File: config.mk
export PLATFORM = sky130hd
export DESIGN_NAME = multilane_speed_negotiation
export DESIGN_NICKNAME = d
export VERILOG_FILES = /design/src/verilog/msn_pkg.sv /design/src/verilog/multilane_speed_negotiation.sv /design/src/verilog/sync_pass_monitor.sv
export SDC_FILE = /design/constraint.sdc
export NUM_CORES = 1
export LEC_CHECK = 0
export BUFFER_PORTS_ARGS = -buffer_cell sky130_fd_sc_hd__buf_4
export CAP_MARGIN = 20
export CORE_ASPECT_RATIO = 1.25
export CORE_UTILIZATION = 61
export DETAILED_ROUTE_END_ITERATION = 10
export PLACE_DENSITY = 0.8
export SLEW_MARGIN = 20
export SYNTH_ARGS = -nofsm -noshare
export SYNTH_HDL_FRONTEND = slang
export SYNTH_HIERARCHICAL = 1
export SYNTH_SLANG_ARGS = --single-unit
File: constraint.sdc
create_clock -name clk_i -period 2.9 [get_ports clk_i]
set_input_delay 0.435 -clock clk_i [delete_from_list [all_inputs] [get_ports clk_i]]
set_output_delay 0.435 -clock clk_i [all_outputs]
set_load 0.01 [all_outputs]
File: src/verilog/msn_pkg.sv
// Shared constants for the multilane speed negotiation controller.
// Assumes a 125 MHz system clock and a 32-bit APB register port.
package msn_pkg;
  // Register byte offsets
  localparam logic [7:0] OFF_CTRL = 8'h00;
  localparam logic [7:0] OFF_STATUS = 8'h04;
  localparam logic [7:0] OFF_SPEED = 8'h08;
  localparam logic [7:0] OFF_QUERY = 8'h0C;
  localparam logic [7:0] OFF_LIM_A = 8'h10;
  localparam logic [7:0] OFF_LIM_B = 8'h14;
  localparam logic [7:0] OFF_DELAY = 8'h18;
  // Control bits
  localparam int CTRL_PAR_REQ = 0;
  localparam int CTRL_RESTART = 1;
  localparam int CTRL_CV_COUNT = 2;
  localparam int CTRL_CODE_64B = 3;
  localparam int CTRL_MASTER = 4;
  localparam int CTRL_TEST_GO = 5;
  localparam int CTRL_ATOM = 6;
  localparam int CTRL_TMR_CLR = 8;
  localparam int CTRL_REC_CLR = 12;
  localparam int CTRL_LANE = 16;
  // Status field positions
  localparam int ST_STATE = 0;
  localparam int ST_FAILED = 4;
  localparam int ST_PASS = 8;
  localparam int ST_DONE = 12;
  localparam int ST_RESULT = 13;
  localparam int ST_ATOM_LATE = 14;
  localparam int ST_EXPIRED = 16;
  localparam int ST_RECORDED = 20;
  localparam int ST_ENABLE = 24;
  // Speed and query fields
  localparam int SPD_SUPPORTED = 4;
  localparam int Q_TX_NEXT = 2;
  localparam int Q_RX_NEXT = 4;
  // Elapsed-time timer indices
  localparam int TMR_TX = 0;
  localparam int TMR_NEG = 1;
  localparam int TMR_SYNC = 2;
  localparam int TMR_NC = 3;
  // Reset values
  localparam logic [15:0] LIM_RST = 16'h03E8;
  localparam logic [15:0] DLY_MIN_RST = 16'h0005;
  localparam logic [15:0] DLY_MAX_RST = 16'h000A;
  localparam logic [3:0] SPEED_MASK_RST = 4'hF;
  // Timing
  localparam int CLK_MHZ = 125;
  localparam int US_TICK_CYC = CLK_MHZ;
  localparam int MONITOR_MAX_US = 100;
  localparam int MONITOR_MAX_CYC = MONITOR_MAX_US * CLK_MHZ;
  localparam int ATOM_MAX_US = 100;
  localparam int ATOM_MAX_CYC = ATOM_MAX_US * CLK_MHZ;
  // Link level states
  typedef enum logic [2:0] {
    LS_NEGOTIATE, LS_INIT128, LS_NORMAL128, LS_FAIL128, LS_RESTART,
    LS_INDIVIDUAL
  } link_state_t;
endpackage : msn_pkg

File: src/verilog/multilane_speed_negotiation.sv
// Multilane speed negotiation control with APB register port.
// Assumes lane status inputs synchronous to clk_i and an APB master.
`timescale 1ns/1ns
module multilane_speed_negotiation #(
  parameter int LANES = 4,
  parameter logic [1:0] SPEED_32G = 2'h3,
  parameter int REQ_WORDS = 64,
  parameter int MONITOR_CYC = msn_pkg::MONITOR_MAX_CYC,
  parameter int ATOM_CYC = msn_pkg::ATOM_MAX_CYC
) (
  // Clock and reset
  input wire logic clk_i,
  input wire logic reset_n_i,
  // APB slave
  input wire logic psel_i,
  input wire logic penable_i,
  input wire logic pwrite_i,
  input wire logic [7:0] paddr_i,
  input wire logic [31:0] pwdata_i,
  output logic [31:0] prdata_o,
  output logic pready_o,
  output logic pslverr_o,
  // Lane receive status
  input wire logic [LANES-1:0] lane_los_i,
  input wire logic [LANES-1:0] lane_sync_i,
  input wire logic [LANES-1:0] lane_word_i,
  input wire logic [LANES-1:0] lane_cv_i,
  input wire logic [LANES-1:0] lane_rx_par_i,
  input wire logic [2*LANES-1:0] lane_rx_speed_i,
  // Lane negotiation results
  input wire logic [LANES-1:0] lane_neg_done_i,
  input wire logic [2*LANES-1:0] lane_speed_i,
  // Aggregate link initialization
  input wire logic link_init_done_i,
  input wire logic link_init_ok_i,
  // Lane control
  output logic [LANES-1:0] lane_par_req_o,
  output logic [LANES-1:0] out_of_scope_o,
  output logic [LANES-1:0] lane_renegotiate_o,
  output logic [LANES-1:0] lane_enable_o,
  output logic [LANES-1:0] watchdog_start_o,
  output logic link_128_o
);
  msn_pkg::link_state_t state;
  msn_pkg::link_state_t next_state;
  logic [31:0] ctrl;
  logic [3:0] tx_list;
  logic [3:0] supported;
  logic [1:0] query_arg;
  logic [15:0] lim [4];
  logic [15:0] tmr [4];
  logic [15:0] dly_min;
  logic [15:0] dly_max;
  logic [15:0] dly_cnt;
  logic dly_busy;
  logic dly_pass;
  logic test_done;
  logic test_pass;
  logic [15:0] atom_cnt;
  logic atom_late;
  logic [7:0] us_div;
  logic us_tick;
  logic [3:0] recorded;
  logic [LANES-1:0] failed;
  logic [LANES-1:0] done_q;
  logic [LANES-1:0] sync_q;
  logic [LANES-1:0] oos;
  logic [LANES-1:0] mon_pass;
  logic [LANES-1:0] mon_done;
  logic [LANES-1:0] operating;
  logic [LANES-1:0] allowed;
  logic all_done;
  logic all_par;
  logic all_32g;
  logic [1:0] lane_sel;
  logic wr;
  logic rd;
  logic hit;
  logic [31:0] status;
  logic [3:0] next_expired;

  // Next lower speed in a mask, wrapping to its highest speed
  function automatic logic [1:0] next_lower(input logic [1:0] s,
    input logic [3:0] m);
    logic [1:0] r;
    r = s;
    for (int i = 0; i < 4; i++)
      if (m[i])
        r = 2'(i);
    for (int i = 0; i < 4; i++)
      if (m[i] && (i < int'(s)))
        r = 2'(i);
    return r;
  endfunction : next_lower

  // One pass monitor per lane
  for (genvar g = 0; g < LANES; g++)
  begin : g_mon
    sync_pass_monitor #(
      .REQ_WORDS(REQ_WORDS),
      .WIN_CYC(MONITOR_CYC)
    ) u_mon (
      .clk_i(clk_i),
      .reset_n_i(reset_n_i),
      .word_i(lane_word_i[g]),
      .sync_i(lane_sync_i[g]),
      .cv_i(lane_cv_i[g]),
      .cv_count_i(ctrl[msn_pkg::CTRL_CV_COUNT]
        || ctrl[msn_pkg::CTRL_CODE_64B]),
      .pass_o(mon_pass[g]),
      .done_o(mon_done[g])
    );
  end

  // APB decode, zero wait states
  assign wr = psel_i && penable_i && pwrite_i;
  assign rd = psel_i && !penable_i && !pwrite_i;
  assign pready_o = 1'b1;
  always_comb
  begin
    case (paddr_i)
      msn_pkg::OFF_CTRL, msn_pkg::OFF_STATUS, msn_pkg::OFF_SPEED,
      msn_pkg::OFF_QUERY, msn_pkg::OFF_LIM_A, msn_pkg::OFF_LIM_B,
      msn_pkg::OFF_DELAY: hit = 1'b1;
      default: hit = 1'b0;
    endcase
  end
  assign pslverr_o = psel_i && penable_i && !hit;

  // Lane level events and aggregate conditions
  assign oos = lane_los_i | ~lane_sync_i;
  assign all_done = &lane_neg_done_i;
  assign all_par = &lane_rx_par_i;
  assign lane_sel = ctrl[msn_pkg::CTRL_LANE +: 2];
  always_comb
  begin
    all_32g = 1'b1;
    for (int i = 0; i < LANES; i++)
    begin
      all_32g = all_32g && (lane_speed_i[2*i +: 2] == SPEED_32G);
      allowed[i] = (lane_speed_i[2*i +: 2] != SPEED_32G)
        || !lane_rx_par_i[i];
    end
  end
  assign operating = (state == msn_pkg::LS_NORMAL128) ? {LANES{1'b1}}
    : (state == msn_pkg::LS_INDIVIDUAL) ? (lane_enable_o & ~failed)
    : {LANES{1'b0}};

  // Parallel-lane request goes out identically on every lane
  assign lane_par_req_o = {LANES{ctrl[msn_pkg::CTRL_PAR_REQ]}};
  assign link_128_o = (state == msn_pkg::LS_NORMAL128);

  // Out-of-scope events while the link is aggregated
  always_comb
  begin
    case (state)
      msn_pkg::LS_INIT128, msn_pkg::LS_NORMAL128, msn_pkg::LS_FAIL128:
        out_of_scope_o = oos;
      default:
        out_of_scope_o = {LANES{1'b0}};
    endcase
  end

  // Link level state transitions, one cycle per step
  always_comb
  begin
    next_state = state;
    case (state)
      msn_pkg::LS_NEGOTIATE:
        if (all_done && all_par && all_32g)
          next_state = msn_pkg::LS_INIT128;
        else if (all_done)
          next_state = msn_pkg::LS_INDIVIDUAL;
      msn_pkg::LS_INIT128:
        if (link_init_done_i)
          next_state = link_init_ok_i ? msn_pkg::LS_NORMAL128
            : msn_pkg::LS_FAIL128;
      msn_pkg::LS_FAIL128:
        if (|oos)
          next_state = msn_pkg::LS_RESTART;
      msn_pkg::LS_INDIVIDUAL:
        if (&(failed | (oos & operating)))
          next_state = msn_pkg::LS_RESTART;
      msn_pkg::LS_RESTART:
        next_state = msn_pkg::LS_NEGOTIATE;
      default:
        next_state = state;
    endcase
    if (ctrl[msn_pkg::CTRL_RESTART])
      next_state = msn_pkg::LS_RESTART;
  end

  // Link state register
  always_ff @(posedge clk_i or negedge reset_n_i)
  begin
    if (!reset_n_i)
      state <= msn_pkg::LS_NEGOTIATE;
    else
      state <= next_state;
  end

  // Per-lane failure tracking and renegotiation requests
  always_ff @(posedge clk_i or negedge reset_n_i)
  begin
    if (!reset_n_i)
    begin
      failed <= '0;
      done_q <= '0;
      lane_renegotiate_o <= '0;
      lane_enable_o <= '0;
    end
    else
    begin
      done_q <= lane_neg_done_i;
      lane_renegotiate_o <= '0;
      if (next_state == msn_pkg::LS_RESTART)
      begin
        failed <= '0;
        lane_enable_o <= '0;
        lane_renegotiate_o <= '1;
      end
      else if (state == msn_pkg::LS_NEGOTIATE
        && next_state == msn_pkg::LS_INDIVIDUAL)
        lane_enable_o <= allowed;
      else if (state == msn_pkg::LS_INIT128
        && next_state == msn_pkg::LS_NORMAL128)
        lane_enable_o <= '1;
      else if (state == msn_pkg::LS_INDIVIDUAL)
        for (int i = 0; i < LANES; i++)
        begin
          if (oos[i] && operating[i])
          begin
            failed[i] <= 1'b1;
            lane_renegotiate_o[i] <= 1'b1;
          end
          else if (failed[i] && lane_neg_done_i[i] && !done_q[i])
          begin
            failed[i] <= 1'b0;
            lane_enable_o[i] <= allowed[i];
          end
        end
    end
  end

  // Watchdog start on sync loss in normal operation
  always_ff @(posedge clk_i or negedge reset_n_i)
  begin
    if (!reset_n_i)
    begin
      sync_q <= '0;
      watchdog_start_o <= '0;
    end
    else
    begin
      sync_q <= lane_sync_i;
      watchdog_start_o <= sync_q & ~lane_sync_i & operating;
    end
  end

  // Recorded receive speeds, one bit per speed index
  always_ff @(posedge clk_i or negedge reset_n_i)
  begin
    if (!reset_n_i)
      recorded <= 4'h0;
    else
    begin
      if (ctrl[msn_pkg::CTRL_REC_CLR])
        recorded <= 4'h0;
      for (int i = 0; i < LANES; i++)
        if (mon_done[i] && mon_pass[i])
          recorded[lane_rx_speed_i[2*i +: 2]] <= 1'b1;
    end
  end

  // Microsecond tick for the elapsed-time timers
  assign us_tick = (us_div == 8'(msn_pkg::US_TICK_CYC - 1));
  always_ff @(posedge clk_i or negedge reset_n_i)
  begin
    if (!reset_n_i)
      us_div <= 8'h00;
    else if (us_tick)
      us_div <= 8'h00;
    else
      us_div <= us_div + 8'h01;
  end

  // Elapsed-time timers, cleared by software, saturating
  always_ff @(posedge clk_i or negedge reset_n_i)
  begin
    if (!reset_n_i)
      for (int i = 0; i < 4; i++)
        tmr[i] <= 16'h0000;
    else
      for (int i = 0; i < 4; i++)
        if (ctrl[msn_pkg::CTRL_TMR_CLR + i])
          tmr[i] <= 16'h0000;
        else if (i == msn_pkg::TMR_SYNC && !lane_sync_i[lane_sel])
          tmr[i] <= 16'h0000;
        else if (us_tick && tmr[i] != 16'hFFFF)
          tmr[i] <= tmr[i] + 16'h0001;
  end
  always_comb
  begin
    for (int i = 0; i < 4; i++)
      next_expired[i] = tmr[i] >= lim[i];
  end

  // Delay-and-test: sample the pass result from the start until the count exceeds dly_min
  always_ff @(posedge clk_i or negedge reset_n_i)
  begin
    if (!reset_n_i)
    begin
      dly_busy <= 1'b0;
      dly_cnt <= 16'h0000;
      dly_pass <= 1'b0;
      test_done <= 1'b0;
      test_pass <= 1'b0;
    end
    else if (ctrl[msn_pkg::CTRL_TEST_GO])
    begin
      dly_busy <= 1'b1;
      dly_cnt <= 16'h0000;
      dly_pass <= 1'b0;
      test_done <= 1'b0;
    end
    else if (dly_busy)
    begin
      if (mon_done[lane_sel] && mon_pass[lane_sel])
        dly_pass <= 1'b1;
      if (us_tick)
        dly_cnt <= dly_cnt + 16'h0001;
      if (dly_cnt > dly_min)
      begin
        dly_busy <= 1'b0;
        test_done <= 1'b1;
        test_pass <= dly_pass || (mon_done[lane_sel]
          && mon_pass[lane_sel]);
      end
    end
  end

  // Step timer: flags a step left open too long
  always_ff @(posedge clk_i or negedge reset_n_i)
  begin
    if (!reset_n_i)
    begin
      atom_cnt <= 16'h0000;
      atom_late <= 1'b0;
    end
    else if (ctrl[msn_pkg::CTRL_ATOM])
    begin
      atom_cnt <= 16'h0000;
      atom_late <= 1'b0;
    end
    else if (atom_cnt >= 16'(ATOM_CYC - 1))
      atom_late <= 1'b1;
    else
      atom_cnt <= atom_cnt + 16'h0001;
  end

  // Control register, pulse bits self-clear
  always_ff @(posedge clk_i or negedge reset_n_i)
  begin
    if (!reset_n_i)
      ctrl <= 32'h0000_0000;
    else if (wr && paddr_i == msn_pkg::OFF_CTRL)
      ctrl <= pwdata_i;
    else
    begin
      ctrl[msn_pkg::CTRL_RESTART] <= 1'b0;
      ctrl[msn_pkg::CTRL_TEST_GO] <= 1'b0;
      ctrl[msn_pkg::CTRL_ATOM] <= 1'b0;
      ctrl[msn_pkg::CTRL_REC_CLR] <= 1'b0;
      ctrl[msn_pkg::CTRL_TMR_CLR +: 4] <= 4'h0;
    end
  end

  // Speed lists, limits, delay window and query argument
  always_ff @(posedge clk_i or negedge reset_n_i)
  begin
    if (!reset_n_i)
    begin
      tx_list <= msn_pkg::SPEED_MASK_RST;
      supported <= msn_pkg::SPEED_MASK_RST;
      query_arg <= 2'h0;
      dly_min <= msn_pkg::DLY_MIN_RST;
      dly_max <= msn_pkg::DLY_MAX_RST;
      for (int i = 0; i < 4; i++)
        lim[i] <= msn_pkg::LIM_RST;
    end
    else if (wr)
      case (paddr_i)
        msn_pkg::OFF_SPEED:
        begin
          supported <= pwdata_i[msn_pkg::SPD_SUPPORTED +: 4];
          if (ctrl[msn_pkg::CTRL_MASTER])
            tx_list <= pwdata_i[3:0];
        end
        msn_pkg::OFF_QUERY: query_arg <= pwdata_i[1:0];
        msn_pkg::OFF_LIM_A:
        begin
          lim[msn_pkg::TMR_TX] <= pwdata_i[15:0];
          lim[msn_pkg::TMR_NEG] <= pwdata_i[31:16];
        end
        msn_pkg::OFF_LIM_B:
        begin
          lim[msn_pkg::TMR_SYNC] <= pwdata_i[15:0];
          lim[msn_pkg::TMR_NC] <= pwdata_i[31:16];
        end
        msn_pkg::OFF_DELAY:
        begin
          dly_min <= pwdata_i[15:0];
          dly_max <= pwdata_i[31:16];
        end
        default: ;
      endcase
  end

  // Status word assembly
  always_comb
  begin
    status = 32'h0000_0000;
    status[msn_pkg::ST_STATE +: 3] = state;
    status[msn_pkg::ST_FAILED +: 4] = 4'(failed);
    status[msn_pkg::ST_PASS +: 4] = 4'(mon_pass);
    status[msn_pkg::ST_DONE] = test_done;
    status[msn_pkg::ST_RESULT] = test_pass;
    status[msn_pkg::ST_ATOM_LATE] = atom_late;
    status[msn_pkg::ST_EXPIRED +: 4] = next_expired;
    status[msn_pkg::ST_RECORDED +: 4] = recorded;
    status[msn_pkg::ST_ENABLE +: 4] = 4'(lane_enable_o);
  end

  // Read data captured in the setup phase
  always_ff @(posedge clk_i or negedge reset_n_i)
  begin
    if (!reset_n_i)
      prdata_o <= 32'h0000_0000;
    else if (rd)
      case (paddr_i)
        msn_pkg::OFF_CTRL: prdata_o <= ctrl;
        msn_pkg::OFF_STATUS: prdata_o <= status;
        msn_pkg::OFF_SPEED: prdata_o <= {24'h00_0000, supported,
          tx_list & supported};
        msn_pkg::OFF_QUERY: prdata_o <= {26'h000_0000,
          next_lower(query_arg, supported),
          next_lower(query_arg, tx_list & supported),
          query_arg};
        msn_pkg::OFF_LIM_A: prdata_o <= {lim[msn_pkg::TMR_NEG],
          lim[msn_pkg::TMR_TX]};
        msn_pkg::OFF_LIM_B: prdata_o <= {lim[msn_pkg::TMR_NC],
          lim[msn_pkg::TMR_SYNC]};
        msn_pkg::OFF_DELAY: prdata_o <= {dly_max, dly_min};
        default: prdata_o <= 32'h0000_0000;
      endcase
  end
endmodule : multilane_speed_negotiation

File: src/verilog/sync_pass_monitor.sv
// Per-lane sync pass test: back-to-back monitoring windows.
// Assumes word strobes and sync flags synchronous to clk_i.
`timescale 1ns/1ns
module sync_pass_monitor #(
  parameter int REQ_WORDS = 64,
  parameter int WIN_CYC = msn_pkg::MONITOR_MAX_CYC
) (
  // Clock and reset
  input wire logic clk_i,
  input wire logic reset_n_i,
  // Lane receive status
  input wire logic word_i,
  input wire logic sync_i,
  input wire logic cv_i,
  input wire logic cv_count_i,
  // Result
  output logic pass_o,
  output logic done_o
);
  logic [15:0] consec;
  logic [15:0] win;
  logic cv_seen;
  logic reached;
  logic win_end;

  // Enough consecutive synchronized words, or the window ran out
  assign reached = consec >= 16'(REQ_WORDS);
  assign win_end = reached || (win >= 16'(WIN_CYC - 1));

  // Consecutive word count, restarted by loss of sync
  always_ff @(posedge clk_i or negedge reset_n_i)
  begin
    if (!reset_n_i)
      consec <= 16'h0000;
    else if (win_end || !sync_i)
      consec <= 16'h0000;
    else if (word_i)
      consec <= consec + 16'h0001;
  end

  // Window length, never beyond the monitoring limit
  always_ff @(posedge clk_i or negedge reset_n_i)
  begin
    if (!reset_n_i)
      win <= 16'h0000;
    else if (win_end)
      win <= 16'h0000;
    else
      win <= win + 16'h0001;
  end

  // Code violations seen in this window
  always_ff @(posedge clk_i or negedge reset_n_i)
  begin
    if (!reset_n_i)
      cv_seen <= 1'b0;
    else if (win_end)
      cv_seen <= 1'b0;
    else if (cv_i && cv_count_i)
      cv_seen <= 1'b1;
  end

  // Window verdict, any counted violation fails it
  always_ff @(posedge clk_i or negedge reset_n_i)
  begin
    if (!reset_n_i)
    begin
      pass_o <= 1'b0;
      done_o <= 1'b0;
    end
    else
    begin
      done_o <= win_end;
      if (win_end)
        pass_o <= reached && sync_i && !cv_seen
          && !(cv_i && cv_count_i);
    end
  end
endmodule : sync_pass_monitor
==> results_dict.tcl, run 1 <==
set metrics [dict create \
    yosysMostFrequentCell "dfrtp_1" \
    cts_sinks 450 \
    ir_worst_vdd_uv 467 \
    ys_ff_latch 450 \
    cts_buffer_depth 3 \
    cts.reportedPaths.clkPinSlew_ps 60 \
    vias_per_cell 6.05 \
    hold_buffers 4 \
    chipWidth_um 173 \
    final_area_um2 25600 \
    yosys_warnings 6 \
    cp-end-kind "register" \
    fmax_mhz 410 \
    cp_max_fo 9 \
    drc 0 \
    period_minus_slack_ps 2440 \
    fin_ws_ps 463 \
    placementRows 78 \
    grt_max_degree 85 \
    drive_gt1_frac 0.170 \
    io_pins 142 \
    die_h_um 216 \
    dp_hpwl_um 40400 \
    crit_type "reg2reg" \
    grt_pass1_vias 17530 \
    fillCellCount 2647 \
    cp_data_required_time_ps 3300 \
    antenna_found_initial 2 \
    synthTopCellsByArea "dfrtp_1 (46%), ha_1 (5.6%), dfstp_2 (4.2%), nor2_1 (4.1%), xnor2_1 (3.5%)" \
    h-tree-depth 2 \
    ys.flop_type "dfrtp_1" \
    clock_latency_ps 560 \
    place.gp.congestion 0.928 \
    relSlewSlack 0.401 \
    grt_pass1_wl_um 91500 \
    synth_top_area_frac 0.464 \
    start_util 0.617 \
    dieArea_um2 37400 \
    synth.avg_cell_area_um2 10.3 \
    outcome "finished clean" \
    p_leak_nw 12.0 \
    dpl_cell_area_um2 24000 \
    area_growth_pct 14.7 \
    gr-total-overflow 0 \
    grt_usage 0.308 \
    vias 17393 \
    yosysUniqueCellTypes 76 \
    cts_tree "done" \
    synth_edf_count 0 \
    wire_per_inst_um 19.6 \
    cts_buffers 45 \
    max_cap_viol_count 0 \
    ys_seq_area_frac 0.506 \
    setup_viol 0 \
    netlist_instances 2173 \
    drtPass1Iterations 6 \
    hold_violations 0 \
    root_buffer "clkbuf_16" \
    synth.top_cells.by_count "dfrtp_1 (414), nor2_1 (244), nand2_1 (197)" \
    postRouteAntennaNets 0 \
    cts_setup_buffers 0 \
    netlist_area_um2 22400 \
    drt_iter0_markers 1495 \
    arrival_ps 2840 \
    nets 2545 \
    async_flop_share 1.00 \
    fin_worst_hold_slack_ps 19.5 \
    synth_top_area_cell "dfrtp_1" \
    finalMaxSlewViolations 0 \
    cts-resized-gates 0 \
    coreArea_um2 36200 \
    fin_skew_ps 12.0 \
    port_buffers 140 \
    fin_crit_sh 0.840 \
    drt-total-wl_um 56200 \
    startpoint_type "register" \
    rsz0062_at_grt "false" \
    tightest_slew_ps 899 \
    min_path_type "in2reg" \
    dp_slack_ps 313 \
    powerDensity_nw_per_um2 560 \
    final.setup.tns_ps 0 \
]
[worst paths after layout]
check                           slack, ps                             from                         endpoint  cells after the start
worst max register to register        460              us_div[0]$_DFF_PN0_               tmr[8]$_DFFE_PN0P_                      9
worst max-delay path                  460              us_div[0]$_DFF_PN0_               tmr[8]$_DFFE_PN0P_                      9
worst min-delay path                   20               lane_neg_done_i[2]              done_q[2]$_DFF_PN0_                      1
max in group asynchronous            1550                        reset_n_i              lim[39]$_DFFE_PN1P_                      3
worst min register to register        480  g_mon[3].u_mon/win[0]$_DFF_PN0_  g_mon[3].u_mon/win[0]$_DFF_PN0_                      1
min in group asynchronous             460                        reset_n_i          prdata_o[3]$_DFFE_PN0P_                      2
[critical path: stages (launching register included)]
cell and delay [ps]:
dfrtp_1 430, inv_1 80, ha_1 170, nor2b_1 240, and3_1 340, buf_4 210
o21a_1 380, o2111ai_1 180, xor2_1 180, nor2_1 50
[power breakdown]
part / switching [mW] / total, mW / internal (mW)
Combinational: 0.830 / 1.47 / 0.637
Sequential: 0.298 / 6.85 / 6.55
Clock: 2.44 / 6.04 / 3.60
Total: 3.57 / 14.4 / 10.8
[state kept, by name, indices dropped and copies added, names as in the netlist, 8 cells and up]
signal	cells
g_mon.u_mon/win	64
atom_cnt	16
dly_cnt	16
us_div	8
dly_min	16
ctrl	32
prdata_o	32
dly_max	16
tmr	64
g_mon.u_mon/consec	64
lim	64
[cell type report]
type | instances | area [µm²] | area share
Sequential cell | 450 | 11300 | 0.441
Multi-Input combinational cell | 1551 | 10200 | 0.398
Timing Repair Buffer | 192 | 1520 | 0.0593
Clock buffer | 71 | 1410 | 0.0548
Tap cell | 480 | 601 | 0.0234
Inverter | 118 | 443 | 0.0173
Clock inverter | 12 | 145 | 0.00566
Antenna cell | 1 | 2.50 | 0.0000976
[layer usage]
layer  global-route usage  up-vias  wire, µm
met3               0.0521      152      3720
met2                0.522      634     27800
li1                     -     7925         -
met4                0.147        2      2720
met5                    0        -        13
met1                0.385     8680     22000
[cells in the final DEF, fill, tap and decap left out, types with 24 or more instances in the layout]
master	netlist	final
buf_4	6	182
mux2_2	69	69
clkbuf_16	0	47
nand4_1	59	59
o21ai_0	98	98
xnor2_1	90	90
conb_1	5	45
nor2_1	244	244
nor3_1	36	36
xor2_1	62	62
nand3_1	73	73
a21oi_1	59	59
inv_1	118	118
nor4_1	37	36
mux2i_1	27	27
dfrtp_1	414	414
nand2_1	197	197
o211ai_1	25	25
ha_1	100	100
dfstp_2	36	36
a21o_1	24	24
[through the flow]
step / total power, mW / util / std cells
2_1_floorplan: 7.52 / - / 2213
3_3_place_gp: 8.36 / 0.664 / 2787
3_5_place_dp: 8.40 / 0.664 / 2787
4_1_cts: 14.4 / 0.708 / 2874
5_1_grt: 14.8 / 0.708 / 2875
6_report: 14.4 / 0.708 / 2875
[cell families (layout without fill, tap and decap cells)]
family	after synthesis	after routing	synth area share
AO/OA/AOI/OAI	357	357	0.106
AND/OR/NAND/NOR	793	793	0.175
adder cells (fa/ha/maj)	100	100	0.0560
multiplexers	104	104	0.0529
flip-flops	450	450	0.506
other	5	46	0.000840
buffers and inverters	212	393	0.0444
XOR/XNOR	152	152	0.0596
No activity file was read; power rests on OpenSTA's default activity.
==> run 2, diff against run 1 <==
==> constraint.sdc (replaced) <==
create_clock -name clk_i -period 2.25 [get_ports clk_i]
set_input_delay 0.3375 -clock clk_i [delete_from_list [all_inputs] [get_ports clk_i]]
set_output_delay 0.3375 -clock clk_i [all_outputs]
set_load 0.01 [all_outputs]
==> results_dict.tcl, run 2 (synthesized netlist as in run 1, its figures left out) <==
set metrics [dict create \
    grt_pass1_vias 17602 \
    reg2reg_depth 7 \
    die_h_um 216 \
    setup_viol 0 \
    rsz0062_at_grt "false" \
    wire_per_inst_um 19.5 \
    max_cap_viol_count 0 \
    fin_skew_ps 9.95 \
    placementRows 78 \
    powerDensity_nw_per_um2 716 \
    grt_max_degree 110 \
    r2r_setup_slack_ps 40 \
    fin_ws_ps 44.4 \
    dp_hpwl_um 41500 \
    worstHoldEndpoint "lim[62]$_DFFE_PN0P_" \
    chipWidth_um 173 \
    start_util 0.617 \
    drtPass1Iterations 8 \
    vias_per_cell 5.96 \
    seqCellArea_um2 11300 \
    min_path_type "in2reg" \
    outcome "finished clean" \
    grt_pass1_wl_um 92900 \
    clock_latency_ps 560 \
    rr_endpoint "lane_renegotiate_o[0]$_DFF_PN0_" \
    drt_iter0_markers 1288 \
    gr-total-overflow 0 \
    area_growth_pct 17.5 \
    crit_type "reg2reg" \
    dieArea_um2 37400 \
    finalMaxSlewViolations 0 \
    cts_sinks 450 \
    worstHoldStart "pwdata_i[14]" \
    tightest_slew_ps 736 \
    vias 17482 \
    final_cell_mix "dfrtp_1 (414), nor2_1 (244), buf_4 (224), nand2_1 (197), inv_1 (118)" \
    antenna_found_initial 2 \
    cts.reportedPaths.clkPinSlew_ps 60 \
    relSlewSlack 0.509 \
    cp_max_fo 8 \
    fin_cells 2933 \
    startpoint_type "register" \
    coreArea_um2 36200 \
    fmax_mhz 453 \
    layout_commonest_cell "dfrtp_1" \
    dp_slack_ps -134 \
    cp-end-kind "register" \
    port_buffers 140 \
    period_minus_slack_ps 2210 \
    min_path_cells 3 \
    h-tree-depth 2 \
    drt-total-wl_um 57300 \
    root_buffer "clkbuf_16" \
    hold_violations 0 \
    arrival_ps 2680 \
    postRouteAntennaNets 0 \
    p_leak_nw 12.3 \
    cts_buffer_depth 3 \
    nets 2602 \
    ir_worst_vdd_uv 735 \
    grt_usage 0.314 \
    cp_data_required_time_ps 2720 \
    place.gp.congestion 0.898 \
    multi_input_area_um2 10300 \
    cts_buffers 45 \
    drive_gt1_frac 0.193 \
    placed_cells 2836 \
    drc 0 \
    io_pins 142 \
    cts_tree "done" \
    r2r_start "state[0]$_DFF_PN0_" \
    fillCellCount 2539 \
    fin_crit_sh 0.980 \
]
## run 2: worst max-delay path by stage
stage	from	to	slack (ps)	cells after the start
after floorplan	paddr_i[5]	ctrl[20]$_DFFE_PN0P_	-60	6
after detailed placement	paddr_i[5]	lim[19]$_DFFE_PN1P_	-130	8
after global placement	paddr_i[5]	lim[16]$_DFFE_PN0P_	-120	6
after CTS	us_div[1]$_DFF_PN0_	dly_cnt[11]$_DFFE_PN0P_	30	9
after global routing	state[0]$_DFF_PN0_	lane_renegotiate_o[0]$_DFF_PN0_	5	7
final	state[0]$_DFF_PN0_	lane_renegotiate_o[0]$_DFF_PN0_	40	7
## run 2: power by group
group | internal, mW | total, mW | switching (mW)
clock network | 4.78 | 7.98 | 3.20
registers | 8.44 | 8.73 | 0.286
logic | 0.907 | 2.10 | 1.19
## run 2: what timing repair did
| action | in CTS | in global routing |
|---|---|---|
| gates resized for setup | 1 | 9 |
| endpoints found under the setup margin | 1 | 48 |
| hold buffers | 10 | 0 |
| hold endpoints to repair | 78 | 0 |
| setup buffers | 0 | 2 |
## run 2: layer usage
layer	share of wire	vias up	global-route usage	routed length, µm
met5	0.00028	-	0	16
met4	0.046	2	0.141	2620
met3	0.061	155	0.0558	3520
met2	0.49	580	0.529	28200
met1	0.40	8690	0.397	23000
li1	-	8055	-	-
## run 2: layout make-up
cell class,count,area share
clock buffers,57,0.0465
inverters,118,0.0169
multi-input cells,1551,0.391
clock inverters,26,0.0134
diodes,2,0.000191
flip-flops and latches,450,0.430
repair buffers,249,0.0791
well taps,480,0.0229
## run 2: per-stage QoR
| stage | instance area (µm²) | hold WS [ps] | power, mW | utilization | setup TNS [ps] |
|---|---|---|---|---|---|
| after floorplan | 22500 | 41.9 | 9.69 | - | -1250 |
| after global placement | 24500 | 223 | 10.9 | 0.678 | -4150 |
| after detailed placement | 24500 | 231 | 10.9 | 0.678 | -6690 |
| after CTS | 26200 | 0.286 | 18.9 | 0.724 | 0 |
| after global routing | 26300 | 27.0 | 19.4 | 0.726 | 0 |
| final | 26300 | 28.9 | 18.8 | 0.726 | 0 |
## run 2: worst max-delay path, stage by stage (launching register included)
cell      delay, ps
dfrtp_1         380
or3b_2          570
o21ai_0         250
a31oi_1          80
o31ai_1         330
and2_2          270
buf_4           140
o21bai_1        100
==> run 3, diff against run 2 <==
--- a/config.mk
+++ b/config.mk
@@ -14,5 +14,4 @@
 export SLEW_MARGIN = 20
 export SYNTH_ARGS = -nofsm -noshare
 export SYNTH_HDL_FRONTEND = slang
-export SYNTH_HIERARCHICAL = 1
 export SYNTH_SLANG_ARGS = --single-unit
==> constraint.sdc (replaced) <==
create_clock -name clk_i -period 2.25 [get_ports clk_i]
set_input_delay 0.1125 -clock clk_i [delete_from_list [all_inputs] [get_ports clk_i]]
set_output_delay 0.1125 -clock clk_i [all_outputs]
set_load 0.01 [all_outputs]
==> results_dict.tcl, run 3 <==
set metrics [dict create \
    netlist_area_um2 22100 \
    ys.flop_type "dfrtp_1" \
    cts_sinks 450 \
    arrival_ps 2760 \
    fmax_mhz 443 \
    relSlewSlack 0.520 \
    wire_per_inst_um 20.1 \
    drt-total-wl_um 60500 \
    crit_type "reg2reg" \
    antenna_found_initial 2 \
    final_cell_mix "dfrtp_1 (413), buf_4 (246), nand2_1 (233), nor2_1 (211), o21ai_0 (124)" \
    vias 18164 \
    drtPass1Iterations 6 \
    ys_seq_area_frac 0.513 \
    fin_worst_hold_slack_ps 26.6 \
    vias_per_cell 6.02 \
    final_area_um2 27200 \
    cts_buffers 45 \
    ys_ff_latch 450 \
    io_pins 142 \
    final.setup.tns_ps -10.3 \
    dieArea_um2 36900 \
    async_flop_share 1.00 \
    gr-total-overflow 0 \
    p_comb_frac 0.100 \
    post-route-util 0.767 \
    die_h_um 215 \
    synth.top_cells.by_count "dfrtp_1 (414), nand2_1 (234), nor2_1 (212)" \
    grt_max_degree 72 \
    root_buffer "clkbuf_16" \
    nets 2692 \
    place.gp.congestion 0.900 \
    grt_pass1_vias 18665 \
    drt_iter0_markers 1465 \
    cts_buffer_depth 3 \
    hold_violations 0 \
    grt_pass1_wl_um 96000 \
    synth_top_area_frac 0.470 \
    max_cap_viol_count 0 \
    synth_edf_count 0 \
    cp-end-kind "register" \
    fin_skew_ps 18.9 \
    cts.reportedPaths.clkPinSlew_ps 60 \
    period_minus_slack_ps 2260 \
    p_int_mw 14.1 \
    drc 0 \
    p_leak_nw 13.1 \
    synth_top_area_cell "dfrtp_1" \
    sw_frac_of_total 0.246 \
    yosysMostFrequentCell "dfrtp_1" \
    synthTopCellsByArea "dfrtp_1 (47%), ha_1 (5.7%), dfstp_2 (4.3%), nand2_1 (4.0%), nor2_1 (3.6%)" \
    cp_data_required_time_ps 2750 \
    rsz0062_at_grt "true" \
    finalMaxSlewViolations 0 \
    power_frac_clock 0.435 \
    h-tree-depth 2 \
    ir_worst_vdd_uv 700 \
    dpl_cell_area_um2 24600 \
    coreArea_um2 35500 \
    fillCellCount 2312 \
    switchingPower_mw 4.63 \
    clock_latency_ps 570 \
    power_mw 18.8 \
    synth.avg_cell_area_um2 10.1 \
    yosysUniqueCellTypes 71 \
    grt_usage 0.332 \
    netlist_instances 2177 \
    fin_ws_ps -6.98 \
    drive_gt1_frac 0.196 \
    dp_hpwl_um 41700 \
    powerDensity_nw_per_um2 690 \
    setup_viol 2 \
    violations "setup timing" \
    yosys_warnings 0 \
    cp_max_fo 7 \
    start_util 0.622 \
    startpoint_type "register" \
    postRouteAntennaNets 0 \
    layout_commonest_cell "dfrtp_1" \
    port_buffers 140 \
    dp_slack_ps -338 \
    area_growth_pct 23.4 \
    fin_cells 3015 \
    cts_tree "done" \
    p_seq_frac 0.465 \
    outcome "finished, violations left" \
    min_path_type "in2reg" \
    placementRows 77 \
    tightest_slew_ps 720 \
    chipWidth_um 172 \
    placed_cells 2864 \
    fin_crit_sh 1.00 \
]
run 3: changes by cell type after synthesis, moves of 17 or more:
| cell | before | now |
|---|---|---|
| and3_1 | 22 | 44 |
| buf_6 | 20 | 3 |
| xnor2_1 | 90 | 61 |
| o211ai_1 | 25 | 8 |
| nor2_1 | 244 | 212 |
| xor2_1 | 62 | 85 |
| mux2_2 | 69 | 52 |
| a221oi_1 | 6 | 27 |
| nand2_1 | 197 | 234 |
| o21ai_1 | 7 | 32 |
| o21ai_0 | 98 | 131 |
run 3: layout make-up:
| type | count | area, µm² | share of cell area |
|---|---|---|---|
| diodes | 1 | 2.50 | 0.0000920 |
| inverters | 118 | 443 | 0.0163 |
| clock buffers | 62 | 1280 | 0.0470 |
| multi-input cells | 1560 | 10400 | 0.381 |
| repair buffers | 330 | 2870 | 0.106 |
| flip-flops and latches | 450 | 11300 | 0.416 |
| clock inverters | 20 | 335 | 0.0123 |
| well taps | 474 | 593 | 0.0218 |
run 3: path summary, 6_finish.rpt:
check,startpoint,to,slack (ps),depth (start not counted)
setup / recovery,g_mon[2].u_mon.win[0]$_DFF_PN0_,g_mon[2].u_mon.consec[3]$_DFFE_PN0P_,-7,8
hold / removal,lane_rx_par_i[0],lane_enable_o[0]$_DFFE_PN0P_,30,4
setup reg to reg,g_mon[2].u_mon.win[0]$_DFF_PN0_,g_mon[2].u_mon.consec[3]$_DFFE_PN0P_,-7,8
hold reg to reg,prdata_o[28]$_DFFE_PN0P_,prdata_o[28]$_DFFE_PN0P_,490,2
max in group asynchronous,reset_n_i,lim[53]$_DFFE_PN1P_,1320,3
min in group asynchronous,reset_n_i,prdata_o[26]$_DFFE_PN0P_,150,2
run 3: logic make-up (layout without fill, tap and decap cells):
family	Yosys count	count (layout)	synth area share
muxes	92	92	0.0460
adders and majority gates	100	100	0.0567
and+or+nand+nor	795	795	0.177
buffers and inverters	210	530	0.0398
AOI/OAI and AO/OA	382	382	0.110
xor gates and xnor gates	146	146	0.0580
other	2	46	0.000341
DFF	450	450	0.513
run 3: what timing repair did:
action	in CTS	in global routing
hold endpoints to repair	246	0
setup buffers	1	6
gates resized for setup	22	50
hold buffers	63	0
endpoints found under the setup margin	37	83
gates cloned	0	0
pin swaps	14	8
run 3: layer usage:
| metal | share of wire | routed length [µm] | track usage |
|---|---|---|---|
| met1 | 0.38 | 22800 | 0.397 |
| met2 | 0.50 | 30400 | 0.562 |
| met3 | 0.060 | 3620 | 0.0535 |
| met4 | 0.062 | 3740 | 0.191 |
| met5 | 0 | 0 | 0 |
run 3: critical path, cell delays in order, from the launching register on:
cell and delay, ps:
dfrtp_1 390, ha_2 200, or3_4 330, a21oi_2 160
o21ai_1 60, and3_1 190, or4_4 520, buf_8 170
nor3b_2 160
run 3: power by group through the flow:
stage	sequential, mW	clock, mW	combinational (mW)
CTS	8.71	8.23	1.84
finish	8.72	8.16	1.89
global route	8.75	8.55	2.05
floorplan	8.74	0	0.879
global placement	8.84	0	1.70
detailed placement	8.85	0	1.74
